==> config.mk <==
export PLATFORM = sky130hd
export DESIGN_NAME = wtc_ctrl
export DESIGN_NICKNAME = d
export VERILOG_FILES = /design/src/hw/wtc_pkg.sv /design/src/hw/wtc_spi_slave.sv /design/src/hw/wtc_ctrl.sv
export VERILOG_INCLUDE_DIRS = /design/src /design/src/hw
export SDC_FILE = /design/constraint.sdc
export NUM_CORES = 1
export LEC_CHECK = 0
export ABC_AREA = 1
export BUFFER_PORTS_ARGS = -buffer_cell sky130_fd_sc_hd__buf_2
export CAP_MARGIN = 20
export CORE_MARGIN = 4
export CORE_UTILIZATION = 37
export DETAILED_ROUTE_END_ITERATION = 16
export HOLD_SLACK_MARGIN = 0.1
export MAX_ROUTING_LAYER = met4
export PLACE_DENSITY_LB_ADDON = 0.25
export SETUP_SLACK_MARGIN = 0.02
export SYNTH_ARGS = -nofsm -noshare
export SYNTH_HDL_FRONTEND = slang
export SYNTH_SLANG_ARGS = --single-unit
==> constraint.sdc <==
create_clock -name mclk -period 2.64 [get_ports mclk]
set_input_delay 0.264 -clock mclk [delete_from_list [all_inputs] [get_ports mclk]]
set_output_delay 0.264 -clock mclk [all_outputs]
set_load 0.02 [all_outputs]
==> src/hw/wtc_regs.svh <==
`ifndef WTC_REGS_SVH
`define WTC_REGS_SVH

// ------------------------------------------------------------------
// register offsets (7-bit spi address)
// ------------------------------------------------------------------
`define WTC_ADDR_WAKE_PULL 7'h08
`define WTC_ADDR_BUS3 7'h0B
`define WTC_ADDR_TIMER 7'h0C
`define WTC_ADDR_HW1 7'h0E
`define WTC_ADDR_HW2 7'h0F
`define WTC_ADDR_GPIO 7'h17

// ------------------------------------------------------------------
// field positions
// ------------------------------------------------------------------
`define WTC_WAKE_PULL_LSB 0
`define WTC_GPIO_PULL_LSB 6
`define WTC_CAN_FAST_BIT 4
`define WTC_TMR_ON_LSB 4
`define WTC_TMR_PER_LSB 0
`define WTC_UV_HYST_BIT 7
`define WTC_OT_RETRY_BIT 5
`define WTC_RST_DEL_BIT 4
`define WTC_LOCK0_BIT 3
`define WTC_LOCK1_BIT 0
`define WTC_GPIO_CFG_LSB 0

// ------------------------------------------------------------------
// reset values and field codes
// ------------------------------------------------------------------
`define WTC_RST_PULL 2'h0
`define WTC_RST_BIT 1'h0
`define WTC_RST_TMR_ON 3'h0
`define WTC_RST_TMR_PER 4'h0
`define WTC_RST_GPIO_CFG 3'h0
`define WTC_TON_HOLD_HIGH 3'h6
`define WTC_TON_RSVD 3'h7
`define WTC_GPIO_CYCLIC 3'h3
`define WTC_GPIO_WAKE 3'h5

// ------------------------------------------------------------------
// timing: base tick of 0.1 ms at 50 MHz
// ------------------------------------------------------------------
`define WTC_MCLK_MHZ 50
`define WTC_TICK_US 100
`define WTC_TICK_CYCLES (`WTC_TICK_US * `WTC_MCLK_MHZ)
`define WTC_TON1_US 100
`define WTC_TON2_US 300
`define WTC_TON3_US 1000
`define WTC_TON4_US 10000
`define WTC_TON5_US 20000
`define WTC_PER0_MS 10
`define WTC_PER1_MS 20
`define WTC_PER2_MS 50
`define WTC_PER3_MS 100
`define WTC_PER4_MS 200
`define WTC_PER5_MS 500
`define WTC_PER6_MS 1000
`define WTC_PER7_MS 2000
`define WTC_PER8_MS 5000
`define WTC_PER9_MS 10000
`define WTC_PER10_MS 20000
`define WTC_PER11_MS 50000
`define WTC_PER12_MS 100000
`define WTC_PER13_MS 200000
`define WTC_PER14_MS 500000
`define WTC_PER15_MS 1000000

`endif

==> src/hw/wtc_pkg.sv <==
package wtc_pkg;

  typedef enum logic [1:0] {
    WTC_PULL_NONE = 2'h0,
    WTC_PULL_DOWN = 2'h1,
    WTC_PULL_UP = 2'h2,
    WTC_PULL_AUTO = 2'h3
  } wtc_pull_t;

  typedef enum logic [2:0] {
    WTC_TMR_IDLE = 3'h1,
    WTC_TMR_ON = 3'h2,
    WTC_TMR_OFF = 3'h4
  } wtc_tmr_state_t;

  typedef struct packed {
    logic write;
    logic [6:0] addr;
    logic [7:0] data;
  } wtc_frame_t;

  typedef struct packed {
    logic [2:0] sync1;
    logic [2:0] sync2;
    logic sclk_d;
    logic cs_d;
    logic [15:0] shift;
    logic [4:0] cnt;
    logic [7:0] tx;
    logic frame_valid;
    wtc_frame_t frame;
  } wtc_spi_state_t;

  typedef struct packed {
    wtc_pull_t wake_pin_bias;
    wtc_pull_t gpio_wake_bias;
    logic can_fast_mode;
    logic uv_reset_hyst_sel;
    logic overtemp_retry_ext;
    logic reset_delay_sel;
    logic lock_level_zero;
    logic lock_level_one;
    logic charge_pump_enable;
    logic [2:0] gpio_cfg;
  } wtc_cfg_t;

  typedef struct packed {
    wtc_pull_t wake_pin_pull_sel;
    wtc_pull_t gpio_wake_pull_sel;
    logic can_fast_mode;
    logic [2:0] timer_on_time;
    logic [3:0] timer_period;
    logic uv_reset_hyst_sel;
    logic overtemp_retry_ext;
    logic reset_delay_sel;
    logic lock_level_zero;
    logic lock_level_one;
    logic [2:0] gpio_cfg;
    logic charge_pump_enable;
    wtc_tmr_state_t tmr;
    logic [15:0] tick_cnt;
    logic [23:0] phase_cnt;
    logic hs_on;
    logic wake_evt;
  } wtc_state_t;

endpackage

==> src/hw/wtc_spi_slave.sv <==
`timescale 1ns/1ps
// ------------------------------------------------------------------
// spi slave: mode 0, 16-bit frames, msb first
// ------------------------------------------------------------------
module wtc_spi_slave (
  input wire logic mclk,
  input wire logic rst_b,
  input wire logic spi_chip_select_b,
  input wire logic spi_sclk,
  input wire logic spi_mosi,
  output logic spi_miso,
  output logic spi_miso_oe,
  output logic [6:0] rd_addr,
  input wire logic [7:0] rd_data,
  output logic frame_valid,
  output wtc_pkg::wtc_frame_t frame
);
  import wtc_pkg::*;

  wtc_spi_state_t st_reg;
  wtc_spi_state_t st_next;
  logic cs_act;
  logic sclk_rise;
  logic sclk_fall;

  always_comb begin
    st_next = st_reg;
    st_next.sync1 = {spi_chip_select_b, spi_sclk, spi_mosi};
    st_next.sync2 = st_reg.sync1;
    st_next.sclk_d = st_reg.sync2[1];
    st_next.cs_d = st_reg.sync2[2];
    st_next.frame_valid = 1'b0;
    cs_act = ~st_reg.sync2[2];
    sclk_rise = st_reg.sync2[1] & ~st_reg.sclk_d;
    sclk_fall = ~st_reg.sync2[1] & st_reg.sclk_d;
    if (cs_act && st_reg.cs_d) begin
      st_next.cnt = 5'h00;
      st_next.tx = 8'h00;
    end else if (cs_act) begin
      if (sclk_rise) begin
        st_next.shift = {st_reg.shift[14:0], st_reg.sync2[0]};
        if (st_reg.cnt != 5'h1F) begin
          st_next.cnt = st_reg.cnt + 5'h01;
        end
      end else if (sclk_fall) begin
        if (st_reg.cnt == 5'h08) begin
          st_next.tx = rd_data;
        end else begin
          st_next.tx = {st_reg.tx[6:0], 1'b0};
        end
      end
    end else if (!st_reg.cs_d) begin
      // frames of any other length are dropped whole
      if (st_reg.cnt == 5'h10) begin
        st_next.frame_valid = 1'b1;
        st_next.frame = st_reg.shift;
      end
    end
  end

  always_ff @(posedge mclk or negedge rst_b) begin
    if (!rst_b) begin
      // chip select resets to its idle level, so no false frame start follows reset
      st_reg <= '{
        sync1: 3'h4,
        sync2: 3'h4,
        sclk_d: 1'b0,
        cs_d: 1'b1,
        shift: 16'h0000,
        cnt: 5'h00,
        tx: 8'h00,
        frame_valid: 1'b0,
        frame: '0
      };
    end else begin
      st_reg <= st_next;
    end
  end

  assign rd_addr = st_reg.shift[6:0];
  assign spi_miso = st_reg.tx[7];
  assign spi_miso_oe = ~st_reg.cs_d;
  assign frame_valid = st_reg.frame_valid;
  assign frame = st_reg.frame;
endmodule // wtc_spi_slave

==> src/hw/wtc_ctrl.sv <==
`timescale 1ns/1ps
`include "wtc_regs.svh"
module wtc_ctrl #(
  parameter int unsigned TICK_CYCLES = `WTC_TICK_CYCLES
) (
  input wire logic mclk,
  input wire logic rst_b,
  input wire logic spi_chip_select_b,
  input wire logic spi_sclk,
  input wire logic spi_mosi,
  output logic spi_miso,
  output logic spi_miso_oe,
  input wire logic soft_reset,
  input wire logic restart_entry,
  input wire logic gpio_hs_cleared,
  input wire logic timer_wake_en,
  input wire logic charge_pump_enable_wr,
  input wire logic charge_pump_enable_wdata,
  output wtc_pkg::wtc_cfg_t cfg,
  output logic timer_hs_on,
  output logic cyclic_wake_evt
);
  import wtc_pkg::*;

  // ------------------------------------------------------------------
  // timing tables
  // ------------------------------------------------------------------
  function automatic logic [23:0] ms_ticks(input int unsigned ms);
    int unsigned t;
    t = (ms * 1000) / `WTC_TICK_US;
    return t[23:0];
  endfunction

  function automatic logic [23:0] us_ticks(input int unsigned us);
    int unsigned t;
    t = us / `WTC_TICK_US;
    return t[23:0];
  endfunction

  function automatic logic [23:0] period_ticks(input logic [3:0] code);
    logic [23:0] t;
    case (code)
      4'h0: t = ms_ticks(`WTC_PER0_MS);
      4'h1: t = ms_ticks(`WTC_PER1_MS);
      4'h2: t = ms_ticks(`WTC_PER2_MS);
      4'h3: t = ms_ticks(`WTC_PER3_MS);
      4'h4: t = ms_ticks(`WTC_PER4_MS);
      4'h5: t = ms_ticks(`WTC_PER5_MS);
      4'h6: t = ms_ticks(`WTC_PER6_MS);
      4'h7: t = ms_ticks(`WTC_PER7_MS);
      4'h8: t = ms_ticks(`WTC_PER8_MS);
      4'h9: t = ms_ticks(`WTC_PER9_MS);
      4'hA: t = ms_ticks(`WTC_PER10_MS);
      4'hB: t = ms_ticks(`WTC_PER11_MS);
      4'hC: t = ms_ticks(`WTC_PER12_MS);
      4'hD: t = ms_ticks(`WTC_PER13_MS);
      4'hE: t = ms_ticks(`WTC_PER14_MS);
      default: t = ms_ticks(`WTC_PER15_MS);
    endcase
    return t;
  endfunction

  function automatic logic [23:0] on_ticks(input logic [2:0] code);
    logic [23:0] t;
    case (code)
      3'h1: t = us_ticks(`WTC_TON1_US);
      3'h2: t = us_ticks(`WTC_TON2_US);
      3'h3: t = us_ticks(`WTC_TON3_US);
      3'h4: t = us_ticks(`WTC_TON4_US);
      3'h5: t = us_ticks(`WTC_TON5_US);
      default: t = 24'h000000;
    endcase
    return t;
  endfunction

  localparam logic [15:0] TICK_LAST = 16'(TICK_CYCLES - 1);

  // ------------------------------------------------------------------
  // spi front end
  // ------------------------------------------------------------------
  logic [6:0] rd_addr;
  logic [7:0] rd_data;
  logic frame_valid;
  wtc_frame_t frame;

  wtc_spi_slave u_spi (
    .mclk(mclk),
    .rst_b(rst_b),
    .spi_chip_select_b(spi_chip_select_b),
    .spi_sclk(spi_sclk),
    .spi_mosi(spi_mosi),
    .spi_miso(spi_miso),
    .spi_miso_oe(spi_miso_oe),
    .rd_addr(rd_addr),
    .rd_data(rd_data),
    .frame_valid(frame_valid),
    .frame(frame)
  );

  wtc_state_t st_reg;
  wtc_state_t st_next;

  // ------------------------------------------------------------------
  // read mux
  // ------------------------------------------------------------------
  always_comb begin
    rd_data = 8'h00;
    case (rd_addr)
      `WTC_ADDR_WAKE_PULL: begin
        rd_data[`WTC_GPIO_PULL_LSB +: 2] = st_reg.gpio_wake_pull_sel;
        rd_data[`WTC_WAKE_PULL_LSB +: 2] = st_reg.wake_pin_pull_sel;
      end
      `WTC_ADDR_BUS3: begin
        rd_data[`WTC_CAN_FAST_BIT] = st_reg.can_fast_mode;
      end
      `WTC_ADDR_TIMER: begin
        rd_data[`WTC_TMR_ON_LSB +: 3] = st_reg.timer_on_time;
        rd_data[`WTC_TMR_PER_LSB +: 4] = st_reg.timer_period;
      end
      `WTC_ADDR_HW1: begin
        rd_data[`WTC_UV_HYST_BIT] = st_reg.uv_reset_hyst_sel;
        rd_data[`WTC_OT_RETRY_BIT] = st_reg.overtemp_retry_ext;
        rd_data[`WTC_RST_DEL_BIT] = st_reg.reset_delay_sel;
        rd_data[`WTC_LOCK0_BIT] = st_reg.lock_level_zero;
      end
      `WTC_ADDR_HW2: begin
        rd_data[`WTC_LOCK1_BIT] = st_reg.lock_level_one;
      end
      `WTC_ADDR_GPIO: begin
        rd_data[`WTC_GPIO_CFG_LSB +: 3] = st_reg.gpio_cfg;
      end
      default: rd_data = 8'h00;
    endcase
  end

  // ------------------------------------------------------------------
  // register and timer next state
  // ------------------------------------------------------------------
  logic wr;
  logic tmr_written;
  logic assigned;
  logic run_ok;
  logic tick;
  logic [23:0] phase_inc;

  always_comb begin
    st_next = st_reg;
    st_next.wake_evt = 1'b0;
    tmr_written = 1'b0;
    // only complete 16-bit frames commit, at chip select release
    wr = frame_valid && frame.write;
    if (soft_reset) begin
      st_next.wake_pin_pull_sel = WTC_PULL_NONE;
      st_next.gpio_wake_pull_sel = WTC_PULL_NONE;
      st_next.can_fast_mode = `WTC_RST_BIT;
      st_next.timer_on_time = `WTC_RST_TMR_ON;
      st_next.timer_period = `WTC_RST_TMR_PER;
      tmr_written = 1'b1;
      // restart value of the level-one bits is "unchanged"; here they clear unless the level-one lock is set
      if (!st_reg.lock_level_one) begin
        st_next.uv_reset_hyst_sel = `WTC_RST_BIT;
        st_next.overtemp_retry_ext = `WTC_RST_BIT;
        st_next.reset_delay_sel = `WTC_RST_BIT;
      end
      if (!st_reg.lock_level_zero) begin
        st_next.gpio_cfg = `WTC_RST_GPIO_CFG;
        st_next.charge_pump_enable = `WTC_RST_BIT;
      end
    end else if (restart_entry) begin
      // stale timer settings would fake a switch detection
      if (st_reg.gpio_cfg == `WTC_GPIO_CYCLIC && gpio_hs_cleared) begin
        st_next.timer_on_time = `WTC_RST_TMR_ON;
        st_next.timer_period = `WTC_RST_TMR_PER;
        tmr_written = 1'b1;
      end
    end else begin
      if (wr) begin
        case (frame.addr)
          `WTC_ADDR_WAKE_PULL: begin
            // reserved bits 5:2 are simply not stored
            st_next.wake_pin_pull_sel =
              wtc_pull_t'(frame.data[`WTC_WAKE_PULL_LSB +: 2]);
            st_next.gpio_wake_pull_sel =
              wtc_pull_t'(frame.data[`WTC_GPIO_PULL_LSB +: 2]);
          end
          `WTC_ADDR_BUS3: begin
            st_next.can_fast_mode = frame.data[`WTC_CAN_FAST_BIT];
          end
          `WTC_ADDR_TIMER: begin
            st_next.timer_on_time = frame.data[`WTC_TMR_ON_LSB +: 3];
            st_next.timer_period = frame.data[`WTC_TMR_PER_LSB +: 4];
            tmr_written = 1'b1;
          end
          `WTC_ADDR_HW1: begin
            if (!st_reg.lock_level_one) begin
              st_next.uv_reset_hyst_sel = frame.data[`WTC_UV_HYST_BIT];
              st_next.overtemp_retry_ext = frame.data[`WTC_OT_RETRY_BIT];
              st_next.reset_delay_sel = frame.data[`WTC_RST_DEL_BIT];
            end
            st_next.lock_level_zero = frame.data[`WTC_LOCK0_BIT];
          end
          `WTC_ADDR_HW2: begin
            // once set it also locks itself until power-up
            if (!st_reg.lock_level_one) begin
              st_next.lock_level_one = frame.data[`WTC_LOCK1_BIT];
            end
          end
          `WTC_ADDR_GPIO: begin
            if (!st_reg.lock_level_zero) begin
              st_next.gpio_cfg = frame.data[`WTC_GPIO_CFG_LSB +: 3];
            end
          end
          default: begin
          end
        endcase
      end
      if (charge_pump_enable_wr && !st_reg.lock_level_zero) begin
        st_next.charge_pump_enable = charge_pump_enable_wdata;
      end
    end

    // timer runs when owned by cyclic sense or cyclic wake and the on-time code is 1 to 5
    assigned = (st_next.gpio_cfg == `WTC_GPIO_CYCLIC) || timer_wake_en;
    run_ok = assigned && (on_ticks(st_next.timer_on_time) != 24'h000000);
    tick = (st_reg.tick_cnt >= TICK_LAST);
    phase_inc = st_reg.phase_cnt + 24'h000001;

    case (st_reg.tmr)
      WTC_TMR_IDLE: begin
        if (run_ok) begin
          st_next.tmr = WTC_TMR_ON;
          st_next.tick_cnt = 16'h0000;
          st_next.phase_cnt = 24'h000000;
        end
      end
      WTC_TMR_ON, WTC_TMR_OFF: begin
        st_next.tick_cnt = tick ? 16'h0000 : st_reg.tick_cnt + 16'h0001;
        if (tick) begin
          if (phase_inc >= period_ticks(st_reg.timer_period)) begin
            st_next.phase_cnt = 24'h000000;
            st_next.tmr = WTC_TMR_ON;
            st_next.wake_evt = timer_wake_en;
          end else begin
            st_next.phase_cnt = phase_inc;
            if (phase_inc >= on_ticks(st_reg.timer_on_time)) begin
              st_next.tmr = WTC_TMR_OFF;
            end
          end
        end
      end
      default: st_next.tmr = WTC_TMR_IDLE;
    endcase

    if (!run_ok) begin
      st_next.tmr = WTC_TMR_IDLE;
      st_next.tick_cnt = 16'h0000;
      st_next.phase_cnt = 24'h000000;
    end else if (tmr_written) begin
      // fresh settings restart the cycle at once
      st_next.tmr = WTC_TMR_ON;
      st_next.tick_cnt = 16'h0000;
      st_next.phase_cnt = 24'h000000;
    end

    st_next.hs_on = (st_next.tmr == WTC_TMR_ON) ||
      (st_next.timer_on_time == `WTC_TON_HOLD_HIGH);
  end

  always_ff @(posedge mclk or negedge rst_b) begin
    if (!rst_b) begin
      st_reg <= '{
        wake_pin_pull_sel: WTC_PULL_NONE,
        gpio_wake_pull_sel: WTC_PULL_NONE,
        can_fast_mode: `WTC_RST_BIT,
        timer_on_time: `WTC_RST_TMR_ON,
        timer_period: `WTC_RST_TMR_PER,
        uv_reset_hyst_sel: `WTC_RST_BIT,
        overtemp_retry_ext: `WTC_RST_BIT,
        reset_delay_sel: `WTC_RST_BIT,
        lock_level_zero: `WTC_RST_BIT,
        lock_level_one: `WTC_RST_BIT,
        gpio_cfg: `WTC_RST_GPIO_CFG,
        charge_pump_enable: `WTC_RST_BIT,
        tmr: WTC_TMR_IDLE,
        tick_cnt: 16'h0000,
        phase_cnt: 24'h000000,
        hs_on: 1'b0,
        wake_evt: 1'b0
      };
    end else begin
      st_reg <= st_next;
    end
  end

  // ------------------------------------------------------------------
  // outputs
  // ------------------------------------------------------------------
  always_comb begin
    cfg.wake_pin_bias = st_reg.wake_pin_pull_sel;
    // general pin bias only applies while it is a wake input
    cfg.gpio_wake_bias = (st_reg.gpio_cfg == `WTC_GPIO_WAKE) ?
      st_reg.gpio_wake_pull_sel : WTC_PULL_NONE;
    cfg.can_fast_mode = st_reg.can_fast_mode;
    cfg.uv_reset_hyst_sel = st_reg.uv_reset_hyst_sel;
    cfg.overtemp_retry_ext = st_reg.overtemp_retry_ext;
    cfg.reset_delay_sel = st_reg.reset_delay_sel;
    cfg.lock_level_zero = st_reg.lock_level_zero;
    cfg.lock_level_one = st_reg.lock_level_one;
    cfg.charge_pump_enable = st_reg.charge_pump_enable;
    cfg.gpio_cfg = st_reg.gpio_cfg;
  end

  assign timer_hs_on = st_reg.hs_on;
  assign cyclic_wake_evt = st_reg.wake_evt;
endmodule // wtc_ctrl

## After elaboration in Yosys (flattened, before gate mapping)

Memories as Yosys holds them, arrays and structs flattened.
Index checks and enable logic that the tools add are counted.

| operators by class | value |
|---|---|
| add/subtract/negate cells | 3 |
| order comparisons | 3 |
| equality and inequality tests | 40 |
| muxes and demuxes | 64 |
| bitwise gates (word level) | 10 |
| reductions and logical operators | 32 |

Operators with widths:

| operator | number |
|---|---|
| 2-to-1 mux 24 bit | 7 |
| 2-to-1 mux 43 bit | 2 |
| one-hot mux 40 bit (2 select lines) | 1 |
| one-hot mux 8 bit (5 select lines) | 2 |
| equality test 7 x 4 -> 1 bit, second input constant | 10 |
| 2-to-1 mux 17 bit | 4 |
| greater-or-equal comparator 24 bit | 2 |
| 2-to-1 mux 13 bit | 2 |
| adder 24 x 1 -> 24 bit, second input constant | 1 |
| equality test 3 x 2 -> 1 bit, second input constant | 8 |
| 2-to-1 mux 8 bit | 3 |
| nonzero test 24 bit | 1 |
| equality test 3 bit, second input constant | 7 |
| 2-to-1 mux 3 bit | 7 |
| 2-to-1 mux 7 bit | 3 |
| AND reduction 3 bit | 7 |
| 2-to-1 mux 20 bit | 1 |
| adder 16 x 1 -> 16 bit, second input constant | 1 |
| greater-or-equal comparator 16 x 13 -> 1 bit, second input constant | 1 |
| 2-to-1 mux 16 bit | 1 |
| 2-to-1 mux 4 bit | 4 |
| AND reduction 4 bit | 4 |
| nonzero test 2 bit | 8 |
| 2-to-1 mux 15 bit | 1 |
| 26 further kinds | 64 |

| storage, ports and cells | value |
|---|---|
| register bits after elaboration | 120 |
| memory bits (read-only) | 336 |
| bits of input ports | 11 |
| output and inout bits | 18 |
| memories | 1 |

Memories:

| name | words | bits a word | read ports | clocked after memory_dff | write ports | line | text |
|---|---|---|---|---|---|---|---|
| (no name shown) | 16 | 21 | 1 | 0 | 0 | wtc_ctrl.sv:42 | `case (code)` |

## Depth between registers and ports, before layout

| depth | value |
|---|---|
| word-level depth | 16 |
| depth in mapped cells | 25 |

## Cells and area by module

A second synthesis with hierarchy kept.

| unflattened totals | value |
|---|---|
| cell total of the unflattened synthesis | 1099 |
| area total of the unflattened synthesis | 8012.7 um2 |

Modules (own cells, without submodules):

| module | times used | cells an instance | area an instance (um2) |
|---|---|---|---|
| wtc_ctrl | 1 | 835 | 5525.3 |
| wtc_spi_slave | 1 | 264 | 2487.4 |

## Worst setup path after synthesis

Ideal clock, no wire load.

| path | value |
|---|---|
| kind | register -> register |
| from | register st_reg[2] (netlist bit) |
| to | register st_reg (netlist bit timer_hs_on) |
| data arrival time | 2.692 ns |
| data required time | 2.522 ns |
| path slack | -0.170 ns |
| cell stages (with the launch flop) | 24 |
| clock period less this slack | 2.810 ns |
| cells stage by stage | dfrtp_1 -> buf_2 -> inv_1 -> nor2_1 -> inv_1 -> nor3_1 -> xnor2_1 -> inv_1 -> ha_1 -> nand2_1 -> inv_1 -> a21oi_1 -> nand2_1 -> nand2_1 -> nand2_1 -> nand2_1 -> nand2_1 -> nand2_1 -> nand3_4 -> buf_2 -> a21oi_1 -> nand2_1 -> nand2_1 -> nand2_1 |

RTL lines:

| item | line | text |
|---|---|---|
| start: declaration | wtc_ctrl.sv:100 | `wtc_state_t st_reg;` |
| start signal: assignment | wtc_ctrl.sv:271 | `st_reg <= '{` |
| start signal: assignment | wtc_ctrl.sv:291 | `st_reg <= st_next;` |

## Final worst setup path

| path | value |
|---|---|
| from | register st_reg[2] (netlist bit) |
| to | register st_reg[5] (netlist bit) |

| between the ends | value |
|---|---|
| cells in the longest elaborated chain, start to end | 7 |

Ends and longest elaborated chain:

| item | line | text |
|---|---|---|
| adder 24 x 1 -> 24 bit * | wtc_ctrl.sv:226 | `phase_inc = st_reg.phase_cnt + 24'h000001;` |
| greater-or-equal comparator 24 bit | wtc_ctrl.sv:239 | `if (phase_inc >= period_ticks(st_reg.timer_period)) begin` |
| 2-to-1 mux 24 bit * | wtc_ctrl.sv:239 |  |
| 2-to-1 mux 24 bit * | wtc_ctrl.sv:238 | `if (tick) begin` |
| one-hot mux 40 bit (2 select lines) * | wtc_ctrl.sv:228 | `case (st_reg.tmr)` |
| 2-to-1 mux 43 bit * | wtc_ctrl.sv:258 | `end else if (tmr_written) begin` |
| 2-to-1 mux 43 bit * | wtc_ctrl.sv:254 | `if (!run_ok) begin` |

Mark *: on every way between the ends. The rest lies on a longest branch, timed or not. The select of a mux whose other input is x is not followed.
A chain may end at the register's enable or synchronous reset.

==> flow_summary_export.csv <==
group,metric,value,unit
outcome,outcome,"finished with violations",
outcome,violations,"setup timing",
die,die_w,153.5,µm
logic_synthesis,synth_commonest_cells,"290 x nand2_1, 155 x inv_1, 141 x nor2_1",
timing,worst_slew_pin_slew,0.6661,ns
setup_path,max_stage_delay,0.42,ns
logic_synthesis,synth-compound-area-share,0.09712,
timing,period_minus_slack,2.822,ns
setup_path,r2r_start,"st_reg[2]",
logic_synthesis,synth-edff-count,0,
timing,worst_slack,-0.1816,ns
setup_path,ff2ff_path_depth,23,
global_routing,antenna_found_initial,0,
clock_tree,clockBufferDepth,2,
global_routing,grt_usage,0.1870,
clock_tree,path_clk_slew,0.06,ns
routing,wl_met3,689,µm
timing,max_freq,354.4,MHz
setup_path,crit_path_frequent_cell,"nand2_1",
pwr,totalPowerFinal,4470,µW
timing,final.setup_skew,0.01999,ns
setup_path,crit_fanout,8,
die,io-pin-count,29,
logic_synthesis,synthSimpleGateAreaFrac,0.3249,
routing,wl,21420,µm
setup_path,cp_cell_sequence,"ha_4 > nand2_4 > nor2_4 > buf_4 > buf_4 > nand4_1 > nand2_1 > inv_1 > ha_1 > nand2_1 > nor2_1 > a21oi_1 > nand2_1 > nand2_1 > nand2_1 > nand2_2 > nand3_4 > buf_12 > nor2_2 > nand3_1 > nor2_1 > nand2_1 > nand2_1",
cells_and_area,layout.cells.non_filler,1550,
routing,ant_nets,0,
cells_and_area,area.growth.synth_to_final,30.45,%
routing,drt-initial-drc-count,528,
timing,finalMaxSlewViolations,0,
hold_path,hold_class,"primary input to register",
logic_synthesis,synthMuxAreaShare,0.002716,
cells_and_area,final_nets,1319,
setup_path,rrSetupSlack,-0.18,ns
setup_path,r2r-end,"st_reg[5]",
hold_path,whs_path_depth,3,
placement,gp_congestion,0.9482,
die,core_area,20490,µm²
logic_synthesis,ys_seq_elements,120,
clock_tree,clock_sinks,120,
timing,hold_viol,0,
routing,wl_met1,9898,µm
routing,wl_met2,10250,µm
clock_tree,root_buffer,"clkbuf_16",
clock_tree,cts_tree,"done",
global_routing,grt_max_degree,68,
logic_synthesis,avgSynthCellArea,7.037,µm²
timing,finalSetupViolations,27,
clock_tree,htreeDepth,4,
setup_path,cp.arrival,3.17,ns
cells_and_area,largest_register_ffs,52,
global_routing,first_global_vias,7201,
pwr,peakVddDrop,0.5008,mV
die,initial_utilization,0.3822,
global_routing,overflow,0,
logic_synthesis,yosysTopAreaCell,"dfrtp_1",
placement,place_inst,1494,
logic_synthesis,netlist_top_cells_area,"dfrtp_1 37%, nand2_1 14%, inv_1 7.4%",
setup_path,critPathKind,"register to register",
die,placement_rows,52,
pwr,p_per_area,437.5,nW/µm²
setup_path,critical_path.endpoint,"st_reg[5]",
setup_path,critical_path.endpoint_type,"register",
setup_path,cp_slowest_cell,"dfrtp_2",
cells_and_area,layout-drive-gt1-share,0.2391,
logic_synthesis,synth_top_family_by_area,"simple AND/OR/NAND/NOR gates",
clock_tree,worstSkewPairLatency,0.42,ns
cells_and_area,num_antenna_cells,0,
logic_synthesis,syn_area,7833,µm²
routing,dr_total_vias,7533,
logic_synthesis,synth_top_area_share,0.3706,
setup_path,worst_ep_required_time,2.99,ns
logic_synthesis,synth_fp_nets,1165,
timing,post-route-period-util,1.069,
die,die_area,23560,µm²
setup_path,crit_start,"st_reg[2]",
logic_synthesis,synthFlopType,"dfrtp_1",
die,fp.dieH,153.5,µm
placement,port_buffers,28,
logic_synthesis,yosysSeqAreaShare,0.3840,
cells_and_area,fillCellCount,1986,
logic_synthesis,synth_adder_area_share,0.06550,
routing,via_per_inst,4.860,
setup_path,crit_path_start_kind,"register",
routing,top_layer,"met4",
cells_and_area,final_util,0.4985,
logic_synthesis,ys_warn_count,0,
placement,place_hpwl,15770,µm
timing,relSlewSlack,0.5525,
logic_synthesis,synthDistinctLibCells,48,
routing,drcViolationCount,0,
routing,first_pass_iters,7,
pwr,p_leak,0.004947,µW
routing,wl_per_cell,13.82,µm
logic_synthesis,yosysMostFrequentCell,"nand2_1",
timing,rsz0062_at_grt,"yes",
run,maxCapViolations,0,
logic_synthesis,syn_inst,1113,
clock_tree,cts_made_buffers,17,
logic_synthesis,synthArstFlopShare,1.000,
global_routing,grt_pass1_wl,35290,µm
logic_synthesis,synth_xor_area_frac,0.01677,
## repair_timing
item	4_1_cts	5_1_grt
endpoints found under the hold margin	32	0
endpoints found under the setup margin	27	44
gates cloned	0	2
pin swaps	13	21
gates resized for setup	23	59
buffers inserted	5	12
hold buffers	5	0
## layer usage
| layer | global-route usage | vias to the layer above |
|---|---|---|
| met3 | 0.02867 | 36 |
| met1 | 0.2433 | 3459 |
| met2 | 0.2943 | 169 |
| li1 | - | 3869 |
| met5 | - | - |
| met4 | 0.07401 | 0 |
## worst max-delay path: cells and delay by family, from the launching register on
kind	cells	cell delay, ns
adder cells (fa/ha/maj)	2	0.44
flip-flops	1	0.42
AO/OA/AOI/OAI	1	0.14
AND/OR/NAND/NOR	16	1.27
buffers and inverters	4	0.47
## area by class of cell
| cell class | instances | area, µm² | share of cell area |
|---|---|---|---|
| clock buffer | 19 | 442.9 | 0.04335 |
| clock inverter | 13 | 120.1 | 0.01176 |
| inverter | 161 | 609.3 | 0.05964 |
| multi-input combinational | 788 | 4294 | 0.4203 |
| sequential | 120 | 3012 | 0.2948 |
| tap | 270 | 337.8 | 0.03306 |
| timing repair buffer | 179 | 1401 | 0.1372 |
## placed cells by master (no fill, tap or decap), drive strengths merged, types with 12 or more instances in the layout
cell type / count
nand2: 300
buf: 173
clkbuf: 20
nand4: 13
o21ai: 73
o22ai: 17
a21oi: 32
ha: 41
nor2: 147
dfrtp: 116
inv: 163
nor3: 33
nand3: 88
xor2: 12
## how the worst min path moves through the flow
| stage | endpoint | slack [ns] | startpoint |
|---|---|---|---|
| after floorplan | cfg[0] | -0.03 | rst_b |
| after global placement | st_reg[16] | 0.27 | rst_b |
| after detailed placement | st_reg[16] | 0.27 | rst_b |
| after CTS | cyclic_wake_evt | 0.14 | timer_wake_en |
| after global routing | cyclic_wake_evt | 0.17 | timer_wake_en |
| final | cyclic_wake_evt | 0.17 | timer_wake_en |
## stage by stage
step	cell area [µm²]	worst slack, ns	hold slack [ns]	TNS [ns]
floorplan	7883	-0.0009730	-0.03159	-0.0009730
global placement	9125	-0.2850	0.2654	-6.521
detailed placement	9125	-0.3057	0.2704	-6.812
CTS	9866	-0.1950	0.1381	-4.604
global route	10220	-0.4076	0.1722	-9.730
finish	10220	-0.1816	0.1724	-4.337
## power breakdown
part           switching [µW]  internal [µW]
logic                     174           75.9
registers                67.2           1920
clock network             906           1330
total                    1150           3320
## logic make-up after synthesis
family / Yosys count
AOI/OAI and AO/OA: 137
adders and majority gates: 41
and+or+nand+nor: 593
muxes: 2
buffers and inverters: 205
xor gates and xnor gates: 15
DFF: 120
(Power assumes the default switching activity.)
